<file path="src/stsm_pkg.sv">
// Shared constants and types for the standstill monitor
package stsm_pkg;
   localparam int ADDR_W = 8;
   localparam int DATA_W = 32;
   localparam int POS_W = 32;

   // Register byte offsets
   localparam logic [ADDR_W-1:0] OFS_CTRL = 8'h00;
   localparam logic [ADDR_W-1:0] OFS_POS_WIN = 8'h04;
   localparam logic [ADDR_W-1:0] OFS_VEL_WIN = 8'h08;
   localparam logic [ADDR_W-1:0] OFS_DELAY = 8'h0c;
   localparam logic [ADDR_W-1:0] OFS_STATUS = 8'h10;
   localparam logic [ADDR_W-1:0] OFS_IRQ_STAT = 8'h14;
   localparam logic [ADDR_W-1:0] OFS_IRQ_MASK = 8'h18;
   localparam logic [ADDR_W-1:0] OFS_CENTRE = 8'h1c;
   localparam logic [ADDR_W-1:0] OFS_VELOCITY = 8'h20;

   // Control fields
   localparam int CTRL_W = 7;
   localparam int CTRL_FUNC_EN = 0;
   localparam int CTRL_ACT_SAFE_IN = 1;
   localparam int CTRL_ACT_FSOE = 2;
   localparam int CTRL_VEL_MON = 3;
   localparam int CTRL_MANUAL = 4;
   localparam int CTRL_ACK_SAFE_IN = 5;
   localparam int CTRL_ACK_FSOE = 6;
   localparam logic [CTRL_W-1:0] CTRL_RST = 7'h00;

   // Status fields
   localparam int STAT_W = 4;
   localparam int STAT_ACTIVE = 0;
   localparam int STAT_MONITOR = 1;
   localparam int STAT_FAULT = 2;
   localparam int STAT_RESTART = 3;

   // Interrupt events
   localparam int IRQ_W = 4;
   localparam int IRQ_ACTIVATED = 0;
   localparam int IRQ_POS_VIOL = 1;
   localparam int IRQ_VEL_VIOL = 2;
   localparam int IRQ_RESTART = 3;
   localparam logic [IRQ_W-1:0] IRQ_RST = 4'h0;

   localparam logic [POS_W-1:0] POS_WIN_RST = 32'h0000_0001;
   localparam logic [POS_W-1:0] VEL_WIN_RST = 32'h0000_0000;

   // Monitoring delay, register counts microseconds
   localparam int DELAY_W = 16;
   localparam logic [DELAY_W-1:0] DELAY_RST_US = 16'h03e8;
   localparam int CLK_PERIOD_NS = 20;
   localparam int US_NS = 1000;
   localparam int CYC_PER_US = (US_NS + CLK_PERIOD_NS - 1) / CLK_PERIOD_NS;
   localparam int US_CNT_W = 6;

   typedef enum logic [4:0] {
      ST_IDLE = 5'h01,
      ST_DELAY = 5'h02,
      ST_MON = 5'h04,
      ST_FAULT = 5'h08,
      ST_WAIT = 5'h10
   } stsm_state_t;
endpackage

</file>
<file path="src/stsm_sync.sv">
// Three-stage synchroniser for one safe input pin
`timescale 1ns/10ps
module stsm_sync (
   input wire logic pclk,
   input wire logic presetn,
   input wire logic pin,
   output logic level
);
   logic s1_reg;
   logic s2_reg;
   logic s3_reg;

   always_ff @(posedge pclk or negedge presetn) begin
      if (!presetn) begin
         s1_reg <= 1'b0;
         s2_reg <= 1'b0;
         s3_reg <= 1'b0;
      end else begin
         s1_reg <= pin;
         s2_reg <= s1_reg;
         s3_reg <= s2_reg;
      end
   end

   // Change taken only once stages two and three agree
   always_ff @(posedge pclk or negedge presetn) begin
      if (!presetn) begin
         level <= 1'b0;
      end else if (s2_reg == s3_reg) begin
         level <= s3_reg;
      end
   end
endmodule

</file>
<file path="src/stsm_vel.sv">
// Safe velocity derived from successive safe positions
`timescale 1ns/10ps
module stsm_vel (
   input wire logic pclk,
   input wire logic presetn,
   input wire logic tick,
   input wire logic [stsm_pkg::POS_W-1:0] position,
   output logic [stsm_pkg::POS_W-1:0] velocity
);
   import stsm_pkg::*;

   logic [POS_W-1:0] prev_reg;
   logic primed_reg;

   // Position units per microsecond; first sample only primes
   always_ff @(posedge pclk or negedge presetn) begin
      if (!presetn) begin
         prev_reg <= '0;
         primed_reg <= 1'b0;
         velocity <= '0;
      end else if (tick) begin
         prev_reg <= position;
         primed_reg <= 1'b1;
         if (primed_reg) begin
            velocity <= position - prev_reg;
         end
      end
   end
endmodule

</file>
<file path="src/stsm_top.sv">
// Per-axis standstill monitor with APB register access
// Function
// - On start of monitoring the current safe position is kept as window centre.
// - One position window value sets both bounds around the centre.
// - A position outside the window while monitoring raises fault activate.
// - With velocity monitoring enabled the velocity is checked against its window.
// - After activation checking waits for the monitoring delay, 1 ms by default.
// - Activation is the OR of safe input, safety network and controlled stop.
// - Activation by the controlled stop skips the delay.
// - One monitor per axis with its own parameters and status.
// - Position and the derived velocity both come from safe feedback.
// - Outputs are active status, fault activate and restart request.
// - Automatic restart leaves the active state without acknowledge unless a fault was raised; leaving fault always needs one.
// - Manual restart stays active until a safe restart acknowledge.
`timescale 1ns/10ps
module stsm_top (
   input wire logic pclk,
   input wire logic presetn,
   input wire logic psel,
   input wire logic penable,
   input wire logic pwrite,
   input wire logic [stsm_pkg::ADDR_W-1:0] paddr,
   input wire logic [stsm_pkg::DATA_W-1:0] pwdata,
   output logic [stsm_pkg::DATA_W-1:0] prdata,
   output logic pready,
   output logic pslverr,
   input wire logic [stsm_pkg::POS_W-1:0] safe_position,
   input wire logic fsoe_activate,
   input wire logic fsoe_restart_ack,
   input wire logic controlled_stop_request,
   input wire logic safe_in_activate,
   input wire logic safe_in_restart_ack,
   output logic standstill_active,
   output logic fault_activate,
   output logic restart_request,
   output logic irq
);
   import stsm_pkg::*;

   logic [CTRL_W-1:0] ctrl_reg;
   logic [POS_W-1:0] pos_win_reg;
   logic [POS_W-1:0] vel_win_reg;
   logic [DELAY_W-1:0] delay_reg;
   logic [IRQ_W-1:0] irq_stat_reg;
   logic [IRQ_W-1:0] irq_mask_reg;
   logic [POS_W-1:0] centre_reg;
   logic [DELAY_W-1:0] dly_cnt_reg;
   logic [US_CNT_W-1:0] us_cnt_reg;
   logic us_tick;
   stsm_state_t state_reg;
   stsm_state_t state_next;
   logic si_act;
   logic si_ack;
   logic [POS_W-1:0] velocity;
   logic act_req;
   logic ack;
   logic manual;
   logic pos_viol;
   logic vel_viol;
   logic signed [POS_W:0] pos_diff;
   logic [POS_W:0] pos_abs;
   logic [POS_W:0] vel_abs;
   logic wr_en;
   logic dec_ok;
   logic [DATA_W-1:0] rd_mux;
   logic [IRQ_W-1:0] irq_event;

   // Safe input pins come from outside the clock domain
   stsm_sync u_sync_act (.pclk(pclk), .presetn(presetn),
      .pin(safe_in_activate), .level(si_act));
   stsm_sync u_sync_ack (.pclk(pclk), .presetn(presetn),
      .pin(safe_in_restart_ack), .level(si_ack));

   // Microsecond enable for delay and velocity sampling
   always_ff @(posedge pclk or negedge presetn) begin
      if (!presetn) begin
         us_cnt_reg <= '0;
         us_tick <= 1'b0;
      end else if (us_cnt_reg == US_CNT_W'(CYC_PER_US - 1)) begin
         us_cnt_reg <= '0;
         us_tick <= 1'b1;
      end else begin
         us_cnt_reg <= us_cnt_reg + 1'b1;
         us_tick <= 1'b0;
      end
   end

   stsm_vel u_vel (.pclk(pclk), .presetn(presetn), .tick(us_tick),
      .position(safe_position), .velocity(velocity));

   // Mapped inputs only count when enabled
   assign act_req = ctrl_reg[CTRL_FUNC_EN] &
      ((ctrl_reg[CTRL_ACT_SAFE_IN] & si_act) |
       (ctrl_reg[CTRL_ACT_FSOE] & fsoe_activate) |
       controlled_stop_request);
   assign ack = (ctrl_reg[CTRL_ACK_SAFE_IN] & si_ack) |
      (ctrl_reg[CTRL_ACK_FSOE] & fsoe_restart_ack);
   assign manual = ctrl_reg[CTRL_MANUAL];

   // Widened by one bit so the difference never wraps
   assign pos_diff = $signed({safe_position[POS_W-1], safe_position}) -
      $signed({centre_reg[POS_W-1], centre_reg});
   assign pos_abs = pos_diff[POS_W] ? (POS_W+1)'(-pos_diff) : pos_diff;
   assign pos_viol = pos_abs > {1'b0, pos_win_reg};
   assign vel_abs = velocity[POS_W-1] ?
      (POS_W+1)'(-$signed({1'b1, velocity})) : {1'b0, velocity};
   assign vel_viol = ctrl_reg[CTRL_VEL_MON] &
      (vel_abs > {1'b0, vel_win_reg});

   always_comb begin
      state_next = state_reg;
      unique case (state_reg)
         ST_IDLE: begin
            if (act_req && controlled_stop_request) begin
               state_next = ST_MON;
            end else if (act_req) begin
               state_next = ST_DELAY;
            end
         end
         ST_DELAY: begin
            if (!act_req) begin
               state_next = manual ? ST_WAIT : ST_IDLE;
            end else if (dly_cnt_reg == '0) begin
               state_next = ST_MON;
            end
         end
         ST_MON: begin
            if (pos_viol || vel_viol) begin
               state_next = ST_FAULT;
            end else if (!act_req) begin
               state_next = manual ? ST_WAIT : ST_IDLE;
            end
         end
         ST_FAULT: begin
            if (!act_req && ack) begin
               state_next = ST_IDLE;
            end
         end
         ST_WAIT: begin
            if (ack) begin
               state_next = ST_IDLE;
            end
         end
         default: begin
            state_next = ST_FAULT;
         end
      endcase
   end

   always_ff @(posedge pclk or negedge presetn) begin
      if (!presetn) begin
         state_reg <= ST_IDLE;
      end else begin
         state_reg <= state_next;
      end
   end

   // Delay counts microseconds from activation
   always_ff @(posedge pclk or negedge presetn) begin
      if (!presetn) begin
         dly_cnt_reg <= '0;
      end else if (state_reg == ST_IDLE) begin
         dly_cnt_reg <= delay_reg;
      end else if (state_reg == ST_DELAY && us_tick &&
                   dly_cnt_reg != '0) begin
         dly_cnt_reg <= dly_cnt_reg - 1'b1;
      end
   end

   // Centre frozen from monitoring start to the end of the activation
   always_ff @(posedge pclk or negedge presetn) begin
      if (!presetn) begin
         centre_reg <= '0;
      end else if (state_next == ST_MON && state_reg != ST_MON) begin
         centre_reg <= safe_position;
      end
   end

   always_ff @(posedge pclk or negedge presetn) begin
      if (!presetn) begin
         standstill_active <= 1'b0;
         fault_activate <= 1'b0;
         restart_request <= 1'b0;
      end else begin
         standstill_active <= state_next != ST_IDLE;
         fault_activate <= state_next == ST_FAULT;
         restart_request <= state_next == ST_WAIT;
      end
   end

   // Interrupt events; set wins over a write-one clear
   assign irq_event[IRQ_ACTIVATED] = state_reg == ST_IDLE &&
      state_next != ST_IDLE;
   assign irq_event[IRQ_POS_VIOL] = state_reg == ST_MON && pos_viol;
   assign irq_event[IRQ_VEL_VIOL] = state_reg == ST_MON && vel_viol;
   assign irq_event[IRQ_RESTART] = state_reg != ST_WAIT &&
      state_next == ST_WAIT;

   // APB: one wait state, write lands on the pready edge
   always_comb begin
      dec_ok = 1'b1;
      rd_mux = '0;
      unique case (paddr)
         OFS_CTRL: rd_mux = DATA_W'(ctrl_reg);
         OFS_POS_WIN: rd_mux = pos_win_reg;
         OFS_VEL_WIN: rd_mux = vel_win_reg;
         OFS_DELAY: rd_mux = DATA_W'(delay_reg);
         OFS_STATUS: rd_mux = DATA_W'({restart_request, fault_activate,
            state_reg == ST_MON, standstill_active});
         OFS_IRQ_STAT: rd_mux = DATA_W'(irq_stat_reg);
         OFS_IRQ_MASK: rd_mux = DATA_W'(irq_mask_reg);
         OFS_CENTRE: rd_mux = centre_reg;
         OFS_VELOCITY: rd_mux = velocity;
         default: dec_ok = 1'b0;
      endcase
   end

   assign wr_en = psel & penable & pready & pwrite & dec_ok;
   always_ff @(posedge pclk or negedge presetn) begin
      if (!presetn) begin
         pready <= 1'b0;
         pslverr <= 1'b0;
         prdata <= '0;
      end else begin
         pready <= psel & penable & ~pready;
         if (psel && penable && !pready) begin
            pslverr <= ~dec_ok;
            prdata <= pwrite ? '0 : rd_mux;
         end else begin
            pslverr <= 1'b0;
         end
      end
   end

   always_ff @(posedge pclk or negedge presetn) begin
      if (!presetn) begin
         ctrl_reg <= CTRL_RST;
         pos_win_reg <= POS_WIN_RST;
         vel_win_reg <= VEL_WIN_RST;
         delay_reg <= DELAY_RST_US;
         irq_mask_reg <= IRQ_RST;
      end else if (wr_en) begin
         unique case (paddr)
            OFS_CTRL: ctrl_reg <= pwdata[CTRL_W-1:0];
            OFS_POS_WIN: pos_win_reg <= pwdata;
            OFS_VEL_WIN: vel_win_reg <= pwdata;
            OFS_DELAY: delay_reg <= pwdata[DELAY_W-1:0];
            OFS_IRQ_MASK: irq_mask_reg <= pwdata[IRQ_W-1:0];
            default: ;
         endcase
      end
   end

   always_ff @(posedge pclk or negedge presetn) begin
      if (!presetn) begin
         irq_stat_reg <= IRQ_RST;
      end else if (wr_en && paddr == OFS_IRQ_STAT) begin
         irq_stat_reg <= (irq_stat_reg & ~pwdata[IRQ_W-1:0]) | irq_event;
      end else begin
         irq_stat_reg <= irq_stat_reg | irq_event;
      end
   end

   always_ff @(posedge pclk or negedge presetn) begin
      if (!presetn) begin
         irq <= 1'b0;
      end else begin
         irq <= |(irq_stat_reg & irq_mask_reg);
      end
   end
endmodule

</file>
<file path="config.mk">
export PLATFORM = sky130hd
export DESIGN_NAME = stsm_top
export DESIGN_NICKNAME = d
export VERILOG_FILES = /design/src/stsm_pkg.sv /design/src/stsm_sync.sv /design/src/stsm_vel.sv /design/src/stsm_top.sv
export SDC_FILE = /design/constraint.sdc
export NUM_CORES = 1
export LEC_CHECK = 0
export ABC_CLOCK_PERIOD_IN_PS = 5400
export BUFFER_PORTS_ARGS = -buffer_cell sky130_fd_sc_hd__buf_2
export CAP_MARGIN = 20
export CORE_AREA = 2 2 240 242
export CTS_BUF_LIST = sky130_fd_sc_hd__clkbuf_8 sky130_fd_sc_hd__clkbuf_16
export DETAILED_ROUTE_END_ITERATION = 7
export DIE_AREA = 0 0 242 244
export GPL_TIMING_DRIVEN = 0
export HOLD_SLACK_MARGIN = 0.05
export SYNTH_ARGS = -nofsm -noshare
export SYNTH_HDL_FRONTEND = slang
export SYNTH_HIERARCHICAL = 1
export SYNTH_SLANG_ARGS = --single-unit
</file>
<file path="constraint.sdc">
create_clock -name pclk -period 5.4 [get_ports pclk]
set_input_delay 0.54 -clock pclk [delete_from_list [all_inputs] [get_ports pclk]]
set_output_delay 0.54 -clock pclk [all_outputs]
set_load 0.05 [all_outputs]
</file>
## Yosys cells after proc, flatten, opt, wreduce, memory -nomap -nowiden

Index checks and enable logic that the tools add are counted.

- Bitwise logic cells: 21
- Multiplexer cells: 21
- Order comparisons: 2
- Reductions and logical operators: 27
- Equality and inequality tests: 22
- $add $sub $neg: 6

Operators with widths:

| operator | count |
|---|---|
| 32-bit one-hot mux with 9 select lines | 1 |
| 33-bit by 32-bit > comparator with 1-bit output | 2 |
| 33-bit 2-to-1 mux | 2 |
| 33-bit negator | 2 |
| 5-bit 2-to-1 mux | 9 |
| 32-bit by 32-bit subtractor with 33-bit output | 1 |
| 8-bit by 5-bit equality test with 1-bit output, second input constant | 4 |
| 16-bit 2-to-1 mux | 2 |
| 32-bit 2-to-1 mux | 1 |
| 32-bit subtractor | 1 |
| 5-bit one-hot mux with 5 select lines | 1 |
| 8-bit by 4-bit equality test with 1-bit output, second input constant | 2 |
| 16-bit logical NOT | 1 |
| 16-bit nonzero test | 1 |
| 16-bit by 1-bit subtractor with 16-bit output, second input constant | 1 |
| 1-bit logical AND | 12 |
| 2-bit AND reduction | 6 |
| 1-bit AND | 11 |
| 5-bit by 3-bit equality test with 1-bit output, second input constant | 2 |
| 5-bit by 4-bit equality test with 1-bit output, second input constant | 2 |
| 5-bit equality test, second input constant | 2 |
| 9-bit OR reduction | 1 |
| 4-bit AND | 2 |
| 8-bit by 3-bit equality test with 1-bit output, second input constant | 1 |
| other kinds (21) | 29 |

- Word-level logic and storage cells: 128
- Output and inout bits: 38
- Flip-flop bits (word level): 266
- Bits of input ports: 82

## Logic depth before layout (Yosys ltp)

- Depth after elaboration: 12
- Mapped depth: 24
- Mapped depth without buffers: 23

## Modules after synthesis

Netlist, hierarchy kept.

Modules (own cells, without submodules):

| module | sequential area each (um2) | area an instance (um2) | instances | cells each |
|---|---|---|---|---|
| stsm_top | 4839.6 | 13451.7 | 1 | 1548 |
| stsm_vel | 1626.6 | 4156.5 | 1 | 487 |
| stsm_sync | 100.1 | 111.4 | 2 | 5 |

## Worst setup path before layout

Ideal clock, no wire load.

- Path type: input to register
- Start point: in safe_position[0] (netlist bit)
- End point: reg standstill_active
- Data required time: 5280 ps
- Arrival: 4984 ps
- Path slack: 296 ps
- Cell stages on the path: 23
- Setup time: 120 ps
- Path buffers: 0
- Path through: inv_1 ha_1 fa_1 nand2b_1 a21oi_2 nor2_1 o41ai_1 xnor2_1 nand3_1 or3_1 o21ai_0 xnor2_1 ha_1 a21o_1 a21o_1 a21oi_1 nor2_1 a211oi_1 nor3_1 nor4_1 a21o_1 nand4b_1 a31o_2

- Longest elaborated chain between the ends: 8

Ends and longest elaborated chain:

| what | line | source |
|---|---|---|
| from (decl) | stsm_top.sv:27 | `input wire logic [stsm_pkg::POS_W-1:0] safe_position,` |
| 32-bit by 32-bit subtractor with 33-bit output (*) | stsm_top.sv:101 | `assign pos_diff = $signed({safe_position[POS_W-1], safe_position}) -` |
| 33-bit negator | stsm_top.sv:103 | `assign pos_abs = pos_diff[POS_W] ? (POS_W+1)'(-pos_diff) : pos_diff;` |
| 33-bit 2-to-1 mux (*) | stsm_top.sv:103 |  |
| 33-bit by 32-bit > comparator with 1-bit output (*) | stsm_top.sv:104 | `assign pos_viol = pos_abs > {1'b0, pos_win_reg};` |
| 1-bit logical OR (*) | stsm_top.sv:128 | `if (pos_viol \|\| vel_viol) begin` |
| 5-bit 2-to-1 mux (*) | stsm_top.sv:128 |  |
| 5-bit one-hot mux with 5 select lines (*) | stsm_top.sv:112 | `unique case (state_reg)` |
| 5-bit by 1-bit != test with 1-bit output (*) | stsm_top.sv:185 | `standstill_active <= state_next != ST_IDLE;` |
| to (signal assigned) | stsm_top.sv:181 | `standstill_active <= 1'b0;` |
| to (signal assigned) | stsm_top.sv:185 |  |
| to (decl) | stsm_top.sv:33 | `output logic standstill_active,` |

Mark *: on every way between the ends. The rest lies on a longest branch, timed or not.
A chain may end at the register's enable or synchronous reset.

## Worst setup path after layout

- Start point: reg centre_reg[5]
- End point: reg standstill_active

- Longest elaborated chain between the ends: 8

Ends and longest elaborated chain:

| what | line | source |
|---|---|---|
| from (decl) | stsm_top.sv:46 | `logic [POS_W-1:0] centre_reg;` |
| from (signal assigned) | stsm_top.sv:175 | `centre_reg <= safe_position;` |
| 32-bit by 32-bit subtractor with 33-bit output (*) | stsm_top.sv:101 |  |
| 33-bit negator | stsm_top.sv:103 |  |
| 33-bit 2-to-1 mux (*) | stsm_top.sv:103 |  |
| 33-bit by 32-bit > comparator with 1-bit output (*) | stsm_top.sv:104 |  |
| 1-bit logical OR (*) | stsm_top.sv:128 |  |
| 5-bit 2-to-1 mux (*) | stsm_top.sv:128 |  |
| 5-bit one-hot mux with 5 select lines (*) | stsm_top.sv:112 |  |
| 5-bit by 1-bit != test with 1-bit output (*) | stsm_top.sv:185 |  |

Marks and branches as above.

==> Flow_metrics.wiki <==
{| class="wikitable"
! Metric !! Value
|-
| Result of the run || finished clean
|-
| # IOs || between 100 and 150
|-
| Via-per-instance ratio || about 5.3
|-
| Number of antenna violations at the first check in global routing || 3
|-
| Warning count from the yosys run || 6
|-
| DR WL/cell || between 15 and 20 um
|-
| First-pass GRT wire length || 91.2 mm
|-
| Final hold viol count || 0
|-
| Critical path, cell by cell || inv_1 -> ha_1 -> buf_2 -> a21o_1 -> o211ai_1 -> nand4b_1 -> xor2_2 -> or4_4 -> nor4b_4 -> buf_4 -> nor4b_2 -> nor2_1 -> xor2_1 -> ha_1 -> nand4_1 -> nor4_4 -> nand4_1 -> o21ai_0 -> a21o_1 -> nand4b_1 -> a31o_2
|-
| Total power divided by cell area || 231 mW/mm^2
|-
| Synthesized cell area || between 0.015 and 0.02 mm^2
|-
| Cell variety after synth || 96
|-
| Gate count of the mapped netlist || 2,045
|-
| Pin slew with the least headroom to its limit || 0.928 ns
|-
| Num Clock Sinks || 266
|-
| Total wirelength of the detailed-routed design || just under 60 mm
|-
| Top area cells in the synthesized netlist || dfrtp_1 36%, ha_1 9.3%, nand2_1 6.7%, o21ai_0 6.1%, xnor2_1 3.9%
|-
| Number of synthesized register bits || 266
|-
| Library cell with the highest instance count after synthesis || nand2_1
|-
| Number of buffers created by CTS || 35
|-
| Final weighted congestion in routability-driven placement || roughly 0.93
|-
| Minimum clock period || 5.25 ns
|-
| Count of final max-slew check failures || 0
|-
| Count of nets after finishing || 2,434
|-
| Maximum fanout count along the critical path || 7
|-
| WP data required || 5.86 ns
|-
| Static leakage || 9.86 nW
|-
| Async S/R FF share, synth || 100%
|-
| Remaining antenna violation count || 0
|-
| Number of global-route vias before repair || 15,948
|-
| Layout Utilization || 37.6%
|-
| Clock skew || 0.0253 ns
|-
| Maximum VDD drop || around 0.18 mV
|-
| Clock tree buffer depth || 3
|-
| Worst Setup Path Type || reg -> reg
|-
| Sequential share of the synthesized area || 37.4%
|-
| Proportion of layout cells with a drive suffix above 1 || 15.3%
|-
| Number of DRC violations after detailed routing || 0
|-
| Number of max-capacitance violations reported || 0
|-
| Total via count after detailed routing || roughly 16,000
|-
| Number of levels the H-tree was split into || 2
|-
| Layout area overhead || 18.4%
|-
| Cell at the slowest stage of the critical path || or4_4
|-
| Placed cell area || roughly 0.019 mm^2
|-
| Number of instances in the placed design || 2,922
|-
| Area share of the largest cell type after synthesis || 36.2%
|-
| Most common flop cell mapped by yosys || dfrtp_1
|-
| Syn Nets || 2,261
|-
| Delay-heaviest family, CP || simple AND/OR/NAND/NOR gates
|-
| Input/output buffers || between 100 and 150
|-
| Largest net degree at the start of global routing || 98
|-
| Clock tree from TritonCTS || done
|-
| Kind of end point of the critical path || flip-flop
|-
| First-pass iteration count of the detailed router || 5
|-
| Fmax || 191 MHz
|-
| Area of the placeable core || 0.0562 mm^2
|-
| Setup repair after global routing missed its margin || no
|-
| HPWL after detailed placement || 47.7 mm
|-
| Most frequent cells after synthesis || 317 x nand2_1, 258 x dfrtp_1, 217 x o21ai_0
|-
| Starting Density || 31.7%
|-
| Vert. Die Dim || 244 um
|-
| Worst-case register-to-register setup slack || ~0.15 ns
|-
| Number of enable-type register cells in the synthesized netlist || 0
|-
| Type of origin of the critical path || flip-flop
|-
| Delay of the slowest cell on the worst path || between 0.5 and 0.6 ns
|-
| Leading area contributor after synthesis || dfrtp_1
|-
| Number of violations reported at the end of detailed-routing iteration 0 || 1,219
|-
| Setup tns final || 0 ns
|-
| Final worst path period share || roughly 100%
|-
| Area of the die || 0.0590 mm^2
|-
| Gr usage total || about 20%
|-
| Worst hold path type || in -> reg
|-
| Clock edge transition at the registers on the reported setup and hold paths || 0.06 ns
|-
| Final-layout worst hold slack || between 0.1 and 0.15 ns
|-
| Overflow after GRT || 0
|-
| Final std cell area, no fill || about 0.021 mm^2
|-
| Number of setup violations in the final report || 0
|-
| Critical path buffers and inverters || 3
|-
| Mean cell area of the mapped netlist || 8.72 um^2
|-
| Latest clock arrival within the worst-skew pair || 0.57 ns
|-
| Headroom to the max-slew limit || 37.7%
|-
| Clock Root Buffer || clkbuf_16
|-
| Die Span X || 242 um
|-
| Cell Count, Final, Fillers Out || between 3,000 and 4,000
|-
| Cell Rows || 87
|-
| WP data arrival || about 5.7 ns
|}
report_power, final:
part	internal (mW)	leakage [nW]	switching, mW	total, mW
clock network	1.52	0.628	0.956	2.48
logic	0.128	6.38	0.253	0.382
registers	2.00	2.85	0.00599	2.01
total	3.65	9.86	1.22	4.87
area by class of cell:
cell class | instances | area [um^2]
clock buffers | 41 | 958
repair buffers | 137 | 786
multi-input cells | 1538 | 10500
flip-flops and latches | 266 | 6670
plain buffers | 90 | 369
fillers | 5753 | 35100
clock inverters | 23 | 277
diodes | 2 | 5.00
inverters | 150 | 563
well taps | 756 | 946
cells in the final DEF (no fill, tap or decap), types with 12 or more instances in the layout:
cell type  count
a21o_1        41
a21oi_1       84
a222oi_1      33
a22o_1        39
a22oi_1       23
a31oi_1       12
and2_1        12
and3_1        14
buf_2        127
buf_4         19
clkbuf_1      72
clkbuf_16     35
dfrtp_1      254
ha_1         124
inv_1        155
mux2_2        33
nand2_1      315
nand2b_1      15
nand3_1       33
nand4_1       29
nor2_1       107
nor2b_1       15
nor3_1        34
o211ai_1      14
o21a_1        13
o21ai_0      212
o21ai_1       14
o31ai_1       14
or3_1         14
xnor2_1       77
xor2_1        34
worst reg2reg max path, cell delays in order (launching register included):
cell and delay (ns):
dfrtp_2 0.44, inv_1 0.09, ha_1 0.22, buf_2 0.17, a21o_1 0.24, o211ai_1 0.30
nand4b_1 0.21, xor2_2 0.23, or4_4 0.57, nor4b_4 0.28, buf_4 0.17, nor4b_2 0.22
nor2_1 0.09, xor2_1 0.17, ha_1 0.30, nand4_1 0.20, nor4_4 0.33, nand4_1 0.14
o21ai_0 0.10, a21o_1 0.26, nand4b_1 0.17, a31o_2 0.28
stage by stage:
stage / power (mW) / setup slack (ns)
floorplan: 2.23 / 0.296
global placement: 2.39 / -1.09
detailed placement: 2.41 / -0.884
CTS: 4.91 / 0.00353
global route: 5.04 / 0.00355
finish: 4.87 / 0.152
path summary, 6_finish.rpt:
| check | cells past startpoint | endpoint | start |
|---|---|---|---|
| worst max-delay path | 21 | standstill_active | centre_reg[5] |
| worst min-delay path | 1 | u_sync_ack/s1_reg | safe_in_restart_ack |
| worst max register to register | 21 | standstill_active | centre_reg[5] |
| worst min register to register | 0 | u_sync_ack/s2_reg | u_sync_ack/s1_reg |
| max in group asynchronous | 3 | prdata[25] | presetn |
| min in group asynchronous | 2 | standstill_active | presetn |
layer usage:
metal	vias up	routed length, um	GRT usage (%)
met3	78	2970	2.62
met2	402	27800	33.4
met1	7847	27000	26.4
met5	-	0	0
li1	7697	-	-
met4	0	1620	5.45
kinds of logic (layout without fill, tap and decap cells):
| kind of cell | count (synthesis) | in the layout | synth area share (%) |
|---|---|---|---|
| simple gates | 651 | 651 | 17.2 |
| compound gates | 600 | 600 | 22.7 |
| flops | 266 | 266 | 37.4 |
| buf+inv | 241 | 441 | 5.20 |
| fa+ha+maj | 136 | 136 | 9.61 |
| xor+xnor | 116 | 116 | 5.74 |
| mux | 35 | 35 | 2.20 |
| other cells | 0 | 2 | 0 |
timing repair:
item / in CTS / in global routing
gates resized for setup: 22 / 50
hold buffers: 1 / 0
endpoints found under the setup margin: 9 / 9
pin swaps: 12 / 22
hold endpoints to repair: 76 / 0
setup buffers: 10 / 5
No activity file was read; power rests on OpenSTA's default activity.
